[src/core/timer16_pkg.sv]
//----------------------------------------
// Purpose: constants and types for timer16_control_capture_regs
// Assumes: 8-bit register port, byte offsets as addresses
// Notes: 16-bit registers use low byte at even offset
//----------------------------------------
package timer16_pkg;
	localparam logic [7:0] OFF_FLAGS = 8'h36;
	localparam logic [7:0] OFF_IRQ_MASK = 8'h6f;
	localparam logic [7:0] OFF_CTRL_A = 8'h80;
	localparam logic [7:0] OFF_CTRL_B = 8'h81;
	localparam logic [7:0] OFF_CTRL_C = 8'h82;
	localparam logic [7:0] OFF_COUNT_L = 8'h84;
	localparam logic [7:0] OFF_COUNT_H = 8'h85;
	localparam logic [7:0] OFF_CAPT_L = 8'h86;
	localparam logic [7:0] OFF_CAPT_H = 8'h87;
	localparam logic [7:0] OFF_CMPA_L = 8'h88;
	localparam logic [7:0] OFF_CMPA_H = 8'h89;
	localparam logic [7:0] OFF_CMPB_L = 8'h8a;
	localparam logic [7:0] OFF_CMPB_H = 8'h8b;
	localparam logic [7:0] RST_REG8 = 8'h00;
	localparam logic [15:0] RST_REG16 = 16'h0000;
	// bit positions
	localparam int BIT_CAPT = 5;
	localparam int BIT_CMPB = 2;
	localparam int BIT_CMPA = 1;
	localparam int BIT_OVF = 0;
	localparam int BIT_FORCE_A = 7;
	localparam int BIT_FORCE_B = 6;
	localparam int BIT_CAPT_SRC = 2;
	localparam logic [7:0] MASK_IRQ = 8'h27;
	localparam logic [7:0] MASK_CTRL_B = 8'hdf;
	localparam logic [7:0] MASK_CTRL_A = 8'hf7;
	// clock source codes
	localparam logic [2:0] CS_STOP = 3'h0;
	localparam logic [2:0] CS_DIV1 = 3'h1;
	localparam logic [2:0] CS_DIV8 = 3'h2;
	localparam logic [2:0] CS_DIV64 = 3'h3;
	localparam logic [2:0] CS_DIV256 = 3'h4;
	localparam logic [2:0] CS_DIV1024 = 3'h5;
	localparam logic [2:0] CS_EXT_FALL = 3'h6;
	localparam logic [2:0] CS_EXT_RISE = 3'h7;
	localparam int PRESC_W = 10;
	localparam int FILTER_SAMPLES = 4;
	localparam logic [15:0] TOP_8BIT = 16'h00ff;
	localparam logic [15:0] TOP_9BIT = 16'h01ff;
	localparam logic [15:0] TOP_10BIT = 16'h03ff;
	localparam logic [15:0] TOP_MAX = 16'hffff;
	// output action codes
	localparam logic [1:0] ACT_OFF = 2'h0;
	localparam logic [1:0] ACT_TOGGLE = 2'h1;
	localparam logic [1:0] ACT_CLEAR = 2'h2;
	localparam logic [1:0] ACT_SET = 2'h3;

	typedef struct packed {
		logic capture_filter_enable;
		logic capture_edge_select;
		logic reserved;
		logic [1:0] waveform_mode_hi;
		logic [2:0] clock_source_select;
	} ctrl_b_t;

	typedef struct packed {
		logic [1:0] output_action_a;
		logic [1:0] output_action_b;
		logic reserved;
		logic capture_source;
		logic [1:0] waveform_mode_lo;
	} ctrl_a_t;
endpackage : timer16_pkg

[src/core/timer16_control_capture_regs.sv]
//----------------------------------------
// Purpose: 16-bit timer with prescaler, capture, compare and force strobes
// Assumes: ref_clk 20 MHz is the I/O clock; pins are asynchronous
// Notes: counting is single slope up to the mode top in every mode
//----------------------------------------
// How it works
// - with filter on, filtered input moves after four equal samples
// - filter adds four cycles of delay to capture recognition
// - edge select zero captures falling edge, one captures rising edge
// - capture copies count into capture value and sets capture flag
// - modes using capture value as top disable input capture
// - clock code 000 stops, 001..101 divide by 1,8,64,256,1024
// - codes 110 and 111 count falling or rising external pin edges
// - external pin counts even when driven as output
// - force bits act only in non-PWM modes
// - force applies immediate match using output action field
// - forced match sets no flag and clears no counter
// - force bits are strobes and read back zero
// - one shared high-byte latch makes 16-bit access atomic
// - count write blocks compare match on next timer clock
// - compare values continuously compared with count
// - capture source is the pin or the analog comparator
// - capture irq needs enable, global flag and capture flag
// - unused mask bits read zero
// - actions: 00 port, 01 toggle, 10 clear, 11 set
// - capture flag clears on vector ack or writing one
`timescale 1ns/100ps
module timer16_control_capture_regs (
	input wire logic ref_clk,
	input wire logic rst_n,
	input wire logic [7:0] reg_addr,
	input wire logic [7:0] reg_wdata,
	input wire logic reg_wr,
	input wire logic reg_rd,
	output logic [7:0] reg_rdata,
	input wire logic capture_input_pin,
	input wire logic analog_comp_out,
	input wire logic external_count_pin,
	input wire logic global_irq_enable,
	input wire logic capture_irq_ack,
	output logic capture_irq_req,
	output logic waveform_out_a,
	output logic waveform_out_a_en,
	output logic waveform_out_b,
	output logic waveform_out_b_en
);
	//----------------------------------------
	// registers
	//----------------------------------------
	timer16_pkg::ctrl_a_t ctrl_a_ff;
	timer16_pkg::ctrl_b_t ctrl_b_ff;
	logic [7:0] irq_mask_ff;
	logic [7:0] flags_ff;
	logic [7:0] temp_ff;
	logic [7:0] rdata_ff;
	logic [15:0] count_ff;
	logic [15:0] cmp_a_ff;
	logic [15:0] cmp_b_ff;
	logic [15:0] capt_ff;
	logic [timer16_pkg::PRESC_W-1:0] presc_ff;
	logic block_ff;
	logic wave_a_ff;
	logic wave_b_ff;
	logic [1:0] cap_pin_sync_ff;
	logic [1:0] cmp_sync_ff;
	logic [2:0] ext_sync_ff;
	logic [timer16_pkg::FILTER_SAMPLES-2:0] hist_ff;
	logic filt_ff;
	logic cap_prev_ff;

	//----------------------------------------
	// register decode
	//----------------------------------------
	wire wr_mask = reg_wr && reg_addr == timer16_pkg::OFF_IRQ_MASK;
	wire wr_flags = reg_wr && reg_addr == timer16_pkg::OFF_FLAGS;
	wire wr_ctrl_a = reg_wr && reg_addr == timer16_pkg::OFF_CTRL_A;
	wire wr_ctrl_b = reg_wr && reg_addr == timer16_pkg::OFF_CTRL_B;
	wire wr_ctrl_c = reg_wr && reg_addr == timer16_pkg::OFF_CTRL_C;
	wire wr_high = reg_wr && (reg_addr == timer16_pkg::OFF_COUNT_H || reg_addr == timer16_pkg::OFF_CAPT_H
		|| reg_addr == timer16_pkg::OFF_CMPA_H || reg_addr == timer16_pkg::OFF_CMPB_H);
	wire wr_count = reg_wr && reg_addr == timer16_pkg::OFF_COUNT_L;
	wire wr_capt = reg_wr && reg_addr == timer16_pkg::OFF_CAPT_L;
	wire wr_cmp_a = reg_wr && reg_addr == timer16_pkg::OFF_CMPA_L;
	wire wr_cmp_b = reg_wr && reg_addr == timer16_pkg::OFF_CMPB_L;
	wire rd_count_l = reg_rd && reg_addr == timer16_pkg::OFF_COUNT_L;
	wire rd_capt_l = reg_rd && reg_addr == timer16_pkg::OFF_CAPT_L;
	// low-byte write joins the shared latch
	wire [15:0] wr_word = {temp_ff, reg_wdata};

	//----------------------------------------
	// mode decode
	//----------------------------------------
	wire [3:0] wave_mode = {ctrl_b_ff.waveform_mode_hi, ctrl_a_ff.waveform_mode_lo};
	wire non_pwm = wave_mode == 4'h0 || wave_mode == 4'h4 || wave_mode == 4'hc;
	wire ctc_a = wave_mode == 4'h4;
	wire capt_top = wave_mode == 4'h8 || wave_mode == 4'ha || wave_mode == 4'hc || wave_mode == 4'he;
	wire cmpa_top = ctc_a || wave_mode == 4'h9 || wave_mode == 4'hb || wave_mode == 4'hf;
	logic [15:0] top_val;
	always_comb begin
		unique case (wave_mode)
			4'h1, 4'h5: top_val = timer16_pkg::TOP_8BIT;
			4'h2, 4'h6: top_val = timer16_pkg::TOP_9BIT;
			4'h3, 4'h7: top_val = timer16_pkg::TOP_10BIT;
			default: top_val = capt_top ? capt_ff : (cmpa_top ? cmp_a_ff : timer16_pkg::TOP_MAX);
		endcase
	end

	//----------------------------------------
	// timer clock select
	//----------------------------------------
	// pin level is read back regardless of its direction
	wire ext_fall = ext_sync_ff[2] && !ext_sync_ff[1];
	wire ext_rise = !ext_sync_ff[2] && ext_sync_ff[1];
	logic tick;
	always_comb begin
		unique case (ctrl_b_ff.clock_source_select)
			timer16_pkg::CS_STOP: tick = 1'b0;
			timer16_pkg::CS_DIV1: tick = 1'b1;
			timer16_pkg::CS_DIV8: tick = &presc_ff[2:0];
			timer16_pkg::CS_DIV64: tick = &presc_ff[5:0];
			timer16_pkg::CS_DIV256: tick = &presc_ff[7:0];
			timer16_pkg::CS_DIV1024: tick = &presc_ff;
			timer16_pkg::CS_EXT_FALL: tick = ext_fall;
			timer16_pkg::CS_EXT_RISE: tick = ext_rise;
		endcase
	end

	//----------------------------------------
	// compare and capture events
	//----------------------------------------
	wire at_top = count_ff == top_val;
	// continuous compare, blocked after count write
	wire match_a = tick && !block_ff && count_ff == cmp_a_ff;
	wire match_b = tick && !block_ff && count_ff == cmp_b_ff;
	wire ovf_ev = tick && count_ff == timer16_pkg::TOP_MAX;
	wire force_a = wr_ctrl_c && reg_wdata[timer16_pkg::BIT_FORCE_A] && non_pwm;
	wire force_b = wr_ctrl_c && reg_wdata[timer16_pkg::BIT_FORCE_B] && non_pwm;
	// comparator or pin as capture source
	wire cmp_or_pin_s = ctrl_a_ff.capture_source ? cmp_sync_ff[1] : cap_pin_sync_ff[1];
	// four agreeing samples: current plus three held
	wire all_same = (&{hist_ff, cmp_or_pin_s}) || !(|{hist_ff, cmp_or_pin_s});
	// filtered path lags by four samples
	wire cap_level = ctrl_b_ff.capture_filter_enable ? filt_ff : cmp_or_pin_s;
	wire cap_edge = ctrl_b_ff.capture_edge_select ? (cap_level && !cap_prev_ff) : (!cap_level && cap_prev_ff);
	// input disconnected when capture value is top
	wire cap_event = cap_edge && !capt_top;
	wire capt_top_flag = capt_top && tick && at_top;
	wire [7:0] flag_set = {2'b00, cap_event || capt_top_flag, 2'b00, match_b, match_a, ovf_ev};
	wire [7:0] flag_clr = (wr_flags ? reg_wdata : 8'h00) | {2'b00, capture_irq_ack, 5'b0_0000};

	//----------------------------------------
	// read mux
	//----------------------------------------
	logic [7:0] rd_mux;
	always_comb begin
		unique case (reg_addr)
			timer16_pkg::OFF_IRQ_MASK: rd_mux = irq_mask_ff & timer16_pkg::MASK_IRQ;
			timer16_pkg::OFF_FLAGS: rd_mux = flags_ff;
			timer16_pkg::OFF_CTRL_A: rd_mux = ctrl_a_ff;
			timer16_pkg::OFF_CTRL_B: rd_mux = ctrl_b_ff;
			timer16_pkg::OFF_CTRL_C: rd_mux = 8'h00;
			timer16_pkg::OFF_COUNT_L: rd_mux = count_ff[7:0];
			timer16_pkg::OFF_CAPT_L: rd_mux = capt_ff[7:0];
			timer16_pkg::OFF_COUNT_H, timer16_pkg::OFF_CAPT_H: rd_mux = temp_ff;
			timer16_pkg::OFF_CMPA_L: rd_mux = cmp_a_ff[7:0];
			timer16_pkg::OFF_CMPA_H: rd_mux = cmp_a_ff[15:8];
			timer16_pkg::OFF_CMPB_L: rd_mux = cmp_b_ff[7:0];
			timer16_pkg::OFF_CMPB_H: rd_mux = cmp_b_ff[15:8];
			default: rd_mux = 8'h00;
		endcase
	end

	// action applied on match or force
	function automatic logic apply_action(input logic cur, input logic [1:0] act);
		unique case (act)
			timer16_pkg::ACT_TOGGLE: apply_action = !cur;
			timer16_pkg::ACT_CLEAR: apply_action = 1'b0;
			timer16_pkg::ACT_SET: apply_action = 1'b1;
			default: apply_action = cur;
		endcase
	endfunction : apply_action

	//----------------------------------------
	// next state
	//----------------------------------------
	logic [15:0] nxt_count;
	logic [7:0] nxt_temp;
	always_comb begin
		nxt_count = count_ff;
		// code 000 gives no tick, count holds
		if (tick) begin
			// count clears on a tick at mode top: compare A in mode 4, capture value in mode c; force never clears
			nxt_count = at_top ? timer16_pkg::RST_REG16 : 16'(count_ff + 16'h0001);
		end
		if (wr_count) begin
			nxt_count = wr_word;
		end
	end
	always_comb begin
		nxt_temp = temp_ff;
		// shared latch filled by high write or low read
		if (wr_high) begin
			nxt_temp = reg_wdata;
		end else if (rd_count_l) begin
			nxt_temp = count_ff[15:8];
		end else if (rd_capt_l) begin
			nxt_temp = capt_ff[15:8];
		end
	end

	//----------------------------------------
	// synchronisers and filter
	//----------------------------------------
	// two stages for capture sources, three for count pin edge: pins are asynchronous to ref_clk
	always_ff @(posedge ref_clk or negedge rst_n) begin
		if (!rst_n) begin
			cap_pin_sync_ff <= 2'h0;
			cmp_sync_ff <= 2'h0;
			ext_sync_ff <= 3'h0;
			hist_ff <= '0;
			filt_ff <= 1'b0;
			cap_prev_ff <= 1'b0;
		end else begin
			cap_pin_sync_ff <= {cap_pin_sync_ff[0], capture_input_pin};
			cmp_sync_ff <= {cmp_sync_ff[0], analog_comp_out};
			ext_sync_ff <= {ext_sync_ff[1:0], external_count_pin};
			hist_ff <= {hist_ff[timer16_pkg::FILTER_SAMPLES-3:0], cmp_or_pin_s};
			// filter output moves on agreement only
			if (all_same) begin
				filt_ff <= cmp_or_pin_s;
			end
			cap_prev_ff <= cap_level;
		end
	end

	//----------------------------------------
	// control registers
	//----------------------------------------
	always_ff @(posedge ref_clk or negedge rst_n) begin
		if (!rst_n) begin
			ctrl_a_ff <= timer16_pkg::RST_REG8;
			ctrl_b_ff <= timer16_pkg::RST_REG8;
			irq_mask_ff <= timer16_pkg::RST_REG8;
			temp_ff <= timer16_pkg::RST_REG8;
			rdata_ff <= timer16_pkg::RST_REG8;
		end else begin
			if (wr_ctrl_a) begin
				ctrl_a_ff <= reg_wdata & timer16_pkg::MASK_CTRL_A;
			end
			// reserved bit kept zero whatever is written
			if (wr_ctrl_b) begin
				ctrl_b_ff <= reg_wdata & timer16_pkg::MASK_CTRL_B;
			end
			if (wr_mask) begin
				irq_mask_ff <= reg_wdata & timer16_pkg::MASK_IRQ;
			end
			temp_ff <= nxt_temp;
			rdata_ff <= reg_rd ? rd_mux : 8'h00;
		end
	end

	//----------------------------------------
	// counter, compare and capture values
	//----------------------------------------
	always_ff @(posedge ref_clk or negedge rst_n) begin
		if (!rst_n) begin
			count_ff <= timer16_pkg::RST_REG16;
			cmp_a_ff <= timer16_pkg::RST_REG16;
			cmp_b_ff <= timer16_pkg::RST_REG16;
			capt_ff <= timer16_pkg::RST_REG16;
			presc_ff <= '0;
			block_ff <= 1'b0;
		end else begin
			count_ff <= nxt_count;
			presc_ff <= presc_ff + 1'b1;
			// block armed by count write, spent on next tick
			block_ff <= wr_count || (block_ff && !tick);
			if (wr_cmp_a) begin
				cmp_a_ff <= wr_word;
			end
			if (wr_cmp_b) begin
				cmp_b_ff <= wr_word;
			end
			// capture copies count; event wins over write
			if (cap_event) begin
				capt_ff <= count_ff;
			end else if (wr_capt) begin
				capt_ff <= wr_word;
			end
		end
	end

	//----------------------------------------
	// flags and waveform outputs
	//----------------------------------------
	always_ff @(posedge ref_clk or negedge rst_n) begin
		if (!rst_n) begin
			flags_ff <= timer16_pkg::RST_REG8;
			wave_a_ff <= 1'b0;
			wave_b_ff <= 1'b0;
		end else begin
			// set wins over clear; force sets no flag
			flags_ff <= (flags_ff & ~flag_clr) | flag_set;
			// forced or real match in non-PWM modes
			if ((match_a && non_pwm) || force_a) begin
				wave_a_ff <= apply_action(wave_a_ff, ctrl_a_ff.output_action_a);
			end
			if ((match_b && non_pwm) || force_b) begin
				wave_b_ff <= apply_action(wave_b_ff, ctrl_a_ff.output_action_b);
			end
		end
	end

	assign reg_rdata = rdata_ff;
	assign capture_irq_req = irq_mask_ff[timer16_pkg::BIT_CAPT] && global_irq_enable
		&& flags_ff[timer16_pkg::BIT_CAPT];
	assign waveform_out_a = wave_a_ff;
	assign waveform_out_b = wave_b_ff;
	// code 00 leaves pin to port
	assign waveform_out_a_en = ctrl_a_ff.output_action_a != timer16_pkg::ACT_OFF;
	assign waveform_out_b_en = ctrl_a_ff.output_action_b != timer16_pkg::ACT_OFF;
endmodule : timer16_control_capture_regs

[config.mk]
export PLATFORM = sky130hd
export DESIGN_NAME = timer16_control_capture_regs
export DESIGN_NICKNAME = d
export VERILOG_FILES = /design/src/core/timer16_pkg.sv /design/src/core/timer16_control_capture_regs.sv
export SDC_FILE = /design/constraint.sdc
export NUM_CORES = 1
export LEC_CHECK = 0
export BUFFER_PORTS_ARGS = -buffer_cell sky130_fd_sc_hd__buf_2
export CORE_MARGIN = 5
export CORE_UTILIZATION = 58
export CTS_BUF_LIST = sky130_fd_sc_hd__clkbuf_8
export DETAILED_ROUTE_END_ITERATION = 16
export PLACE_DENSITY = 0.79
export SLEW_MARGIN = 0
export SYNTH_ARGS = -nofsm -noshare
export SYNTH_HDL_FRONTEND = slang
export SYNTH_SLANG_ARGS = --single-unit
[constraint.sdc]
create_clock -name ref_clk -period 2.4 [get_ports ref_clk]
set_clock_uncertainty 0.05 [all_clocks]
set_input_delay 0.48 -clock ref_clk [delete_from_list [all_inputs] [get_ports ref_clk]]
set_output_delay 0.48 -clock ref_clk [all_outputs]
set_load 0.02 [all_outputs]
### Word level (Yosys, flattened, before mapping)

Cells that the tools add are included.

* add/subtract/negate cells: 2
* equal/unequal tests: 44
* multiplexer cells: 20
* bitwise operators: 4
* reduce and logical (&&, ||, !) cells: 79

Operators with widths (number)
* 2-to-1 mux 16 bit: 7
* equality test 8 bit (second input constant): 11
* one-hot mux 8 bit (11 select lines): 1
* equality test 16 bit: 3
* one-hot mux 16 bit (3 select lines): 1
* 2-to-1 mux 8 bit: 5
* logical AND 1 bit: 32
* equality test 4 bit (second input constant): 7
* adder 16 x 1 -> 16 bit (second input constant): 1
* equality test 16 bit (second input constant): 1
* equality test 4 x 3 -> 1 bit (second input constant): 4
* logical OR 1 bit: 16
* bitwise OR 8 x 6 -> 8 bit: 2
* equality test 3 bit (second input constant): 4
* adder 10 x 1 -> 10 bit (second input constant): 1
* logical NOT 1 bit: 10
* AND reduction 10 bit: 1
* nonzero test 3 bit: 3
* bitwise AND 8 bit: 1
* equality test 2 bit (second input constant): 4
* equality test 4 x 2 -> 1 bit (second input constant): 2
* equality test 8 x 6 -> 1 bit (second input constant): 1
* equality test 8 x 7 -> 1 bit (second input constant): 1
* NOT 8 bit: 1
* 17 further kinds: 29

* bits in registers: 131
* input bits: 25
* output and inout port bits: 13
* logic and storage cells: 175

### Logic depth before layout (Yosys ltp)

Gate-level depths: netlist (run 1).

* word-level depth: 11
* depth in mapped cells: 11
* mapped depth without buffers: 8

### Worst setup path after synthesis (run 1)

No wires, ideal clock.

* path kind: reg-to-reg
* start: register ctrl_a_ff[1] in the netlist's numbering
* end: register count_ff[14]
* library setup time: 146 ps
* data arrival time: 2232 ps
* data required time: 2204 ps
* slack: -28 ps
* cell stages (with the launch flop): 10
* path buffers: 2
* period minus slack after synthesis: 2428 ps
* cells stage by stage: dfrtp_1 -> buf_2 -> or4b_1 -> buf_2 -> nor2_1 -> a21oi_1 -> xnor2_1 -> o2111ai_1 -> nor4_4 -> nor4_1

* longest elaborated chain between the ends: 11
* elaborated cells between the ends (all ways): 30
* classes of those cells: eq/ne (15); mux (6); reduce/logical (9)

RTL lines
* from (decl): line timer16_control_capture_regs.sv:50 `timer16_pkg::ctrl_a_t ctrl_a_ff;`
* from (signal assigned): line timer16_control_capture_regs.sv:241 `ctrl_a_ff <= timer16_pkg::RST_REG8;`
* from (signal assigned): line timer16_control_capture_regs.sv:248 `ctrl_a_ff <= reg_wdata & timer16_pkg::MASK_CTRL_A;`
* equality test 4 x 3 -> 1 bit or equality test 4 bit (tied branches): line timer16_control_capture_regs.sv:95, timer16_control_capture_regs.sv:97
* logical OR 1 bit (3 in a row): line timer16_control_capture_regs.sv:97 `wire cmpa_top = ctc_a || wave_mode == 4'h9 || wave_mode == 4'hb || wave_mode == 4'hf;`
* 2-to-1 mux 16 bit (2 in a row): line timer16_control_capture_regs.sv:104 `default: top_val = capt_top ? capt_ff : (cmpa_top ? cmp_a_ff : timer16_pkg::TOP_MAX);`
* one-hot mux 16 bit (3 select lines) *: line timer16_control_capture_regs.sv:100 `unique case (wave_mode)`
* equality test 16 bit *: line timer16_control_capture_regs.sv:131 `wire at_top = count_ff == top_val;`
* 2-to-1 mux 16 bit *: line timer16_control_capture_regs.sv:193 `nxt_count = at_top ? timer16_pkg::RST_REG16 : 16'(count_ff + 16'h0001);`
* 2-to-1 mux 16 bit *: line timer16_control_capture_regs.sv:191 `if (tick) begin`
* 2-to-1 mux 16 bit *: line timer16_control_capture_regs.sv:195 `if (wr_count) begin`
* to (signal assigned): line timer16_control_capture_regs.sv:267 `count_ff <= timer16_pkg::RST_REG16;`
* to (signal assigned): line timer16_control_capture_regs.sv:274 `count_ff <= nxt_count;`
* to (decl): line timer16_control_capture_regs.sv:56 `logic [15:0] count_ff;`

Every way passes the cells marked *; elsewhere a longest branch is shown, timed or not. The select of a mux whose other input is x is not followed.
A chain may end at the register's enable or synchronous reset.

### Final worst setup path (run 1)

* start: register ctrl_a_ff[0] in the netlist's numbering
* end: register count_ff[10]

The elaborated chain is that of the path after synthesis.

==> flow_summary_export.csv, run 1 <==
group,metric,value,unit
placed_design,gp_congestion,1.012,
power,ir_drop,0.5331,mV
grt,track_usage,33.75,%
worst_setup_path,r2r_slack,-90,ps
logic_synthesis,synthSimpleGateAreaFrac,17.07,%
placed_design,io_buffers,37,
finish,drive_above_1_share,31.67,%
clock_tree,cts_sinks,131,
finish,stdcell_count,1075,
finish,final_common_cell,"dfrtp_1",
routing,dr_total_vias,7145,
sta,relSlewSlack,57.82,%
clock_tree,cts_buffers,17,
grt,grt_use_met1,43.39,%
sta,min_period,2487,ps
worst_setup_path,cp_cell_sequence,"buf_4 -> mux2_2 -> a221o_1 -> a221oi_1 -> nand4_1 -> buf_4 -> nor4_4 -> buf_4 -> nor3_1",
run,drv_cap,0,
placed_design,place_inst,1028,
routing,wl_per_cell,24.86,um
worst_setup_path,cp_common_cell,"buf_4",
floorplanning,fp.coreArea,0.01272,mm^2
sta,timing.final.ws_setup,-86.59,ps
sta,setup_viol,15,
finish,fin_util,72.70,%
outcome,status,"complete, but fails checks",
routing,first_iter_violations,996,
logic_synthesis,synthAdderAreaFrac,0.4930,%
floorplanning,fp.dieH,124.6,um
logic_synthesis,synth.area.mux_share,14.28,%
hold_path,hold_class,"input port to flop",
logic_synthesis,synth_edf_count,0,
grt,grt-ovfl-total,0,
routing,ant_nets,0,
grt,antenna_found_initial,0,
routing,route.detailed.drc,0,
clock_tree,max-clock-path-buffers,2,
logic_synthesis,ys_seq_area_share,43.06,%
floorplanning,start_util,59.84,%
logic_synthesis,synth_top_flop_cell,"dfrtp_1",
grt,top_usage_layer,"met2",
floorplanning,rows,41,
floorplanning,die_area,0.01552,mm^2
finish,final_cell_mix,"dfrtp_1 (128), buf_4 (105), nor2_1 (71)",
worst_setup_path,cp_max_fo,5,
worst_setup_path,worst_setup_path_end_kind,"flop",
logic_synthesis,ys_types,64,
logic_synthesis,async_flop_share,100.0,%
power,p_per_area,602.3,mW/mm^2
clock_tree,cts-root-buf,"clkbuf_8",
routing,first_pass_iters,5,
grt,met2_usage,51.78,%
logic_synthesis,synth_cells,787,
routing,viasPerCell,6.647,
logic_synthesis,synthXorXnorAreaFrac,5.292,%
sta,hold_viol,0,
finish,nNetsFinal,918,
clock_tree,cts_tree,"done",
floorplanning,io_pins,38,
worst_setup_path,start_kind,"flop",
grt,grt_pass1_wl,39940,um
sta,slew_viol_final,0,
worst_setup_path,critPathArrivalTime,2780,ps
finish,diodes,0,
clock_tree,htreeDepth,4,
logic_synthesis,synth_compound_area_share,15.48,%
sta,period_share,103.6,%
hold_path,hold_depth,1,
sta,tns,-940.7,ps
logic_synthesis,netlist_area,0.007614,mm^2
routing,routed_wl,26730,um
worst_setup_path,required,2690,ps
worst_setup_path,crit_path_end,"count_ff[10]",
outcome,violations,"setup timing",
floorplanning,dieWidth,124.6,um
worst_setup_path,worstReg2RegStart,"ctrl_a_ff[0]",
placed_design,dp_hpwl,19460,um
clock_tree,clk_latency,470,ps
worst_setup_path,r2r_cells,9,
grt,met3_usage,10.81,%
clock_tree,clk_pin_slew,90,ps
sta,grt_setup_unrepaired,"true",
logic_synthesis,avgSynthCellArea,9.674,um^2
finish,syn_to_final_growth,21.48,%
worst_setup_path,path_class,"flop to flop",
logic_synthesis,ys_warn_count,0,
sta,worstMarginPinSlew,629.0,ps
worst_setup_path,cpPeakStageDelay,400,ps
logic_synthesis,synth_top_family_by_area,"simple AND/OR/NAND/NOR gates",
worst_setup_path,critPathSlowestCell,"dfrtp_2",
worst_setup_path,setup.worst_path.start,"ctrl_a_ff[0]",
logic_synthesis,synth-seq-cells,131,
grt,grt_pass1_vias,6946,
grt,grt_max_degree,50,
power,power_leakage,0.004520,uW
worst_setup_path,reg2reg_to,"count_ff[10]",
sta,max_freq,0.4022,GHz
logic_synthesis,syn-num-nets,815,
[routing by layer]
layer / wire, um / part of all wire, % / vias up
met4: 1364 / 5.1 / 0
met2: 12240 / 46 / 458
met1: 10270 / 38 / 3491
met3: 2850 / 11 / 101
met5: 0 / 0 / -
li1: - / - / 3095
[metrics by stage]
step                worst slack [ps]  total power (uW)  hold slack (ps)  area, um^2
finish                        -86.59              5571            69.29        9249
global route                  -154.6              5749            58.31        9249
CTS                           -14.05              5461            69.97        8964
detailed placement            -110.8              3548            293.4        8534
global placement              -54.76              3519            283.4        8534
floorplan                     -2.828              3090            134.4        7627
[cells by family after synthesis]
family,after synthesis
mux,100
flops,131
xor+xnor,46
buf+inv,82
fa+ha+maj,3
simple gates,252
compound gates,173
[critical path: cells and delay by family (launching register included)]
family	cells	cell delay, ps
buffers and inverters	3	540
flip-flops	1	400
AND/OR/NAND/NOR	3	450
multiplexers	1	340
AO/OA/AOI/OAI	2	590
[worst min path at each step]
stage	end	from	slack [ps]
detailed placement	ext_sync_ff[1]	ext_sync_ff[0]	290
finish	ext_sync_ff[0]	external_count_pin	70
global placement	ext_sync_ff[1]	ext_sync_ff[0]	280
global route	cap_pin_sync_ff[0]	capture_input_pin	60
CTS	ext_sync_ff[0]	external_count_pin	70
floorplan	block_ff	rst_n	130
[sequential cells by signal, indices dropped and copies added, names as in the netlist]
register         flops
capt_ff             16
cmp_a_ff            16
cmp_b_ff            16
count_ff            16
presc_ff            10
flags_ff             8
reg_rdata            8
temp_ff              8
ctrl_a_ff            7
ctrl_b_ff            7
irq_mask_ff          4
ext_sync_ff          3
hist_ff              3
cap_pin_sync_ff      2
cmp_sync_ff          2
block_ff             1
cap_prev_ff          1
filt_ff              1
waveform_out_a       1
waveform_out_b       1
[synth_stat cells, drive strengths merged, types with 3 or more instances]
library cell | number | area share [%]
a211oi | 10 | 1.1
a21boi | 6 | 0.59
a21oi | 44 | 2.9
a221o | 8 | 1.1
a221oi | 10 | 1.2
a22oi | 12 | 1.2
a31oi | 12 | 0.99
and2 | 5 | 0.41
and3 | 16 | 1.3
buf | 19 | 1.2
clkbuf | 46 | 2.3
dfrtp | 131 | 43
ha | 3 | 0.49
inv | 17 | 0.84
mux2 | 59 | 8.7
mux2i | 40 | 5.3
nand2 | 38 | 1.9
nand2b | 12 | 0.99
nand3 | 20 | 1.3
nand4 | 15 | 1.2
nor2 | 74 | 3.6
nor2b | 8 | 0.66
nor3 | 22 | 1.5
nor3b | 4 | 0.39
nor4 | 17 | 1.7
o2111ai | 3 | 0.43
o21ai | 23 | 1.5
o22ai | 15 | 1.2
o311ai | 8 | 0.92
or2 | 3 | 0.25
or3 | 8 | 0.66
or4b | 3 | 0.39
xnor2 | 7 | 0.81
xor2 | 39 | 4.5
[where the power goes]
part / internal [uW] / total (uW) / switching [uW]
clock network: 965 / 1950 / 982
logic: 442 / 1050 / 608
registers: 2350 / 2570 / 225
[cell type report]
cell class	instances	area (um^2)
timing repair buffer	149	1077
inverter	17	63.81
sequential	131	3282
clock inverter	14	151.4
multi-input combinational	574	4212
tap	172	215.2
clock buffer	18	247.7
fill	979	3473
[repair_timing]
action / CTS / global route
gates resized for setup: 5 / 41
hold buffers: 1 / 0
cloned: 0 / 1
setup endpoints to repair: 18 / 19
pin swaps: 3 / 15
hold endpoints to repair: 39 / 0
setup buffers: 0 / 13
Note: power is estimated with default switching activity, not from simulation.
==> run 2: changes to the inputs <==
SETUP_SLACK_MARGIN = 0.5   (was default)
==> run 2 against run 1 <==
  * The flow still finishes with violations (setup timing)
  * Global-route usage is 0.21 points lower
  * Cell count hardly changed
  * Largest cell class unchanged
  * Combinational power hardly changed
  * Critical path depth is 1 higher
  * Largest power group unchanged
  * Non-clock buffer count is 1 lower
  * Count of clock-buffer cells in the layout is 1 lower
  * Sequential share of layout area is 0.70 points lower
  * First-iteration DRC count is 21% lower
  * Die area stayed put
  * Power is 1.0% higher
  * Via count is 0.24% lower
  * Critical endpoint is now count_ff[8]
==> flow_summary_export.csv, run 2 (synthesis gave the netlist of run 1 again) <==
group,metric,value,unit
sta,grt_setup_unrepaired,"true",
finish,syn_to_final_growth,24.31,%
routing,wl_per_cell,24.55,um
power,ir_drop,0.5472,mV
clock_tree,cts_buffers,17,
worst_setup_path,path_class,"flop to flop",
floorplanning,rows,41,
finish,num-fill-cells,931,
worst_setup_path,worst_setup_path_end_kind,"flop",
sta,min_period,2600,ps
placed_design,dpl_worst_slack,-238.5,ps
worst_setup_path,r2r_slack,-200,ps
placed_design,dp_hpwl,18650,um
routing,routed_wl,26370,um
sta,slew_viol_final,0,
routing,first_iter_violations,784,
run,drv_cap,0,
worst_setup_path,cp_max_fo,10,
floorplanning,fp.dieH,124.6,um
sta,setup_viol,15,
floorplanning,die_area,0.01552,mm^2
placed_design,gp_congestion,1.039,
finish,drive_above_1_share,35.25,%
placed_design,place_inst,1021,
power,seqPwrFrac,46.6,%
finish,diodes,0,
finish,fin_util,74.39,%
sta,worstMarginPinSlew,584.1,ps
clock_tree,clk_pin_slew,90,ps
clock_tree,htreeDepth,4,
floorplanning,fp.coreArea,0.01272,mm^2
grt,grt_pass1_wl,40040,um
sta,relSlewSlack,60.93,%
power,p_clk_share,34.8,%
floorplanning,start_util,59.84,%
routing,route.detailed.drc,0,
sta,tns,-2528,ps
power,power_switching,1846,uW
outcome,violations,"setup timing",
sta,max_freq,0.3846,GHz
grt,grt-ovfl-total,0,
routing,dr_total_vias,7128,
floorplanning,io_pins,38,
power,netSwitchingFraction,32.79,%
grt,antenna_found_initial,1,
worst_setup_path,required,2700,ps
worst_setup_path,setup.worst_path.start,"ctrl_b_ff[3]",
power,power_leakage,0.004551,uW
hold_path,hold_end,"ext_sync_ff[0]",
power,total_power,5628,uW
clock_tree,cts_sinks,131,
hold_path,hp-start,"external_count_pin",
grt,grt_pass1_vias,6901,
worst_setup_path,reg2reg_to,"count_ff[8]",
hold_path,hold_class,"input port to flop",
worst_setup_path,r2r_cells,10,
hold_path,hold_depth,1,
finish,final_common_cell,"dfrtp_1",
worst_setup_path,critPathArrivalTime,2900,ps
finish,stdcell_count,1074,
grt,track_usage,33.54,%
power,comb_power_share,18.7,%
placed_design,io_buffers,37,
power,p_per_area,594.7,mW/mm^2
sta,hold_viol,0,
grt,grt_max_degree,54,
sta,timing.final.ws_setup,-200.2,ps
routing,first_pass_iters,6,
floorplanning,dieWidth,124.6,um
sta,period_share,108.3,%
clock_tree,cts-root-buf,"clkbuf_8",
finish,final_cell_mix,"dfrtp_1 (120), buf_4 (97), nor2_1 (67)",
clock_tree,cts_tree,"done",
worst_setup_path,start_kind,"flop",
clock_tree,max-clock-path-buffers,2,
worst_setup_path,worstReg2RegStart,"ctrl_b_ff[3]",
finish,nNetsFinal,917,
routing,viasPerCell,6.637,
outcome,status,"complete, but fails checks",
power,power.internal,3783,uW
routing,ant_nets,0,
clock_tree,clk_latency,480,ps
## run 2: cell count changes in the layout (fill, tap and decap cells not counted), moves of 4 or more
cell / previous run / this run
nor2_1: 71 / 67
nand3_2: 1 / 5
dfrtp_2: 3 / 11
dfrtp_1: 128 / 120
buf_4: 105 / 97
nand3_1: 19 / 14
buf_6: 3 / 8
## run 2: critical path, stage by stage (launching register included)
cell	delay, ps
dfrtp_2	490
nor2b_2	190
buf_4	160
buf_4	140
o22ai_1	230
a211oi_2	120
a211oi_2	230
o2111ai_2	190
nor4_4	410
buf_4	210
nor3_1	50
## run 2: worst max path at each step
stage / endpoint / slack (ps) / cells past startpoint
after floorplan: count_ff[15] / 20 / 9
after detailed placement: count_ff[6] / -240 / 10
after global placement: count_ff[15] / -190 / 10
after CTS: count_ff[8] / -170 / 9
final: count_ff[8] / -200 / 10
after global routing: count_ff[7] / -240 / 10
## run 2: timing repair
item,CTS,global route
pin swaps,10,11
hold buffers,1,0
setup endpoints to repair,24,43
buffers inserted,6,13
endpoints found under the hold margin,41,0
cloned,1,0
gates resized for setup,25,50
## run 2: per-layer routing
layer / global-route usage, % / vias up / part of all wire [%]
met1: 45.58 / 3500 / 40
li1: - / 3102 / -
met2: 49.68 / 420 / 44
met3: 10.59 / 104 / 11
met4: 14.12 / 2 / 4.9
met5: 0 / - / 0.061
## run 2: area by class of cell
class	instances	area, um^2	share of cell area [%]
Multi-Input combinational cell	574	4363	46.10
Sequential cell	131	3292	34.78
Timing Repair Buffer	148	1124	11.87
Clock buffer	17	234.0	2.472
Tap cell	172	215.2	2.274
Clock inverter	15	172.7	1.824
Inverter	17	63.81	0.6742
## run 2: power by group through the flow
stage | clock network [uW] | registers, uW | logic [uW]
global placement | 0 | 2630 | 923
global route | 2060 | 2620 | 1130
finish | 1960 | 2620 | 1050
CTS | 1970 | 2590 | 974
detailed placement | 0 | 2630 | 940
floorplan | 0 | 2490 | 613
## run 2: through the flow
stage,hold WS (ps),cell area [um^2]
2_1_floorplan,134.4,7767
3_3_place_gp,283.0,8600
3_5_place_dp,286.2,8600
4_1_cts,36.09,9158
5_1_grt,29.91,9464
6_report,49.54,9464
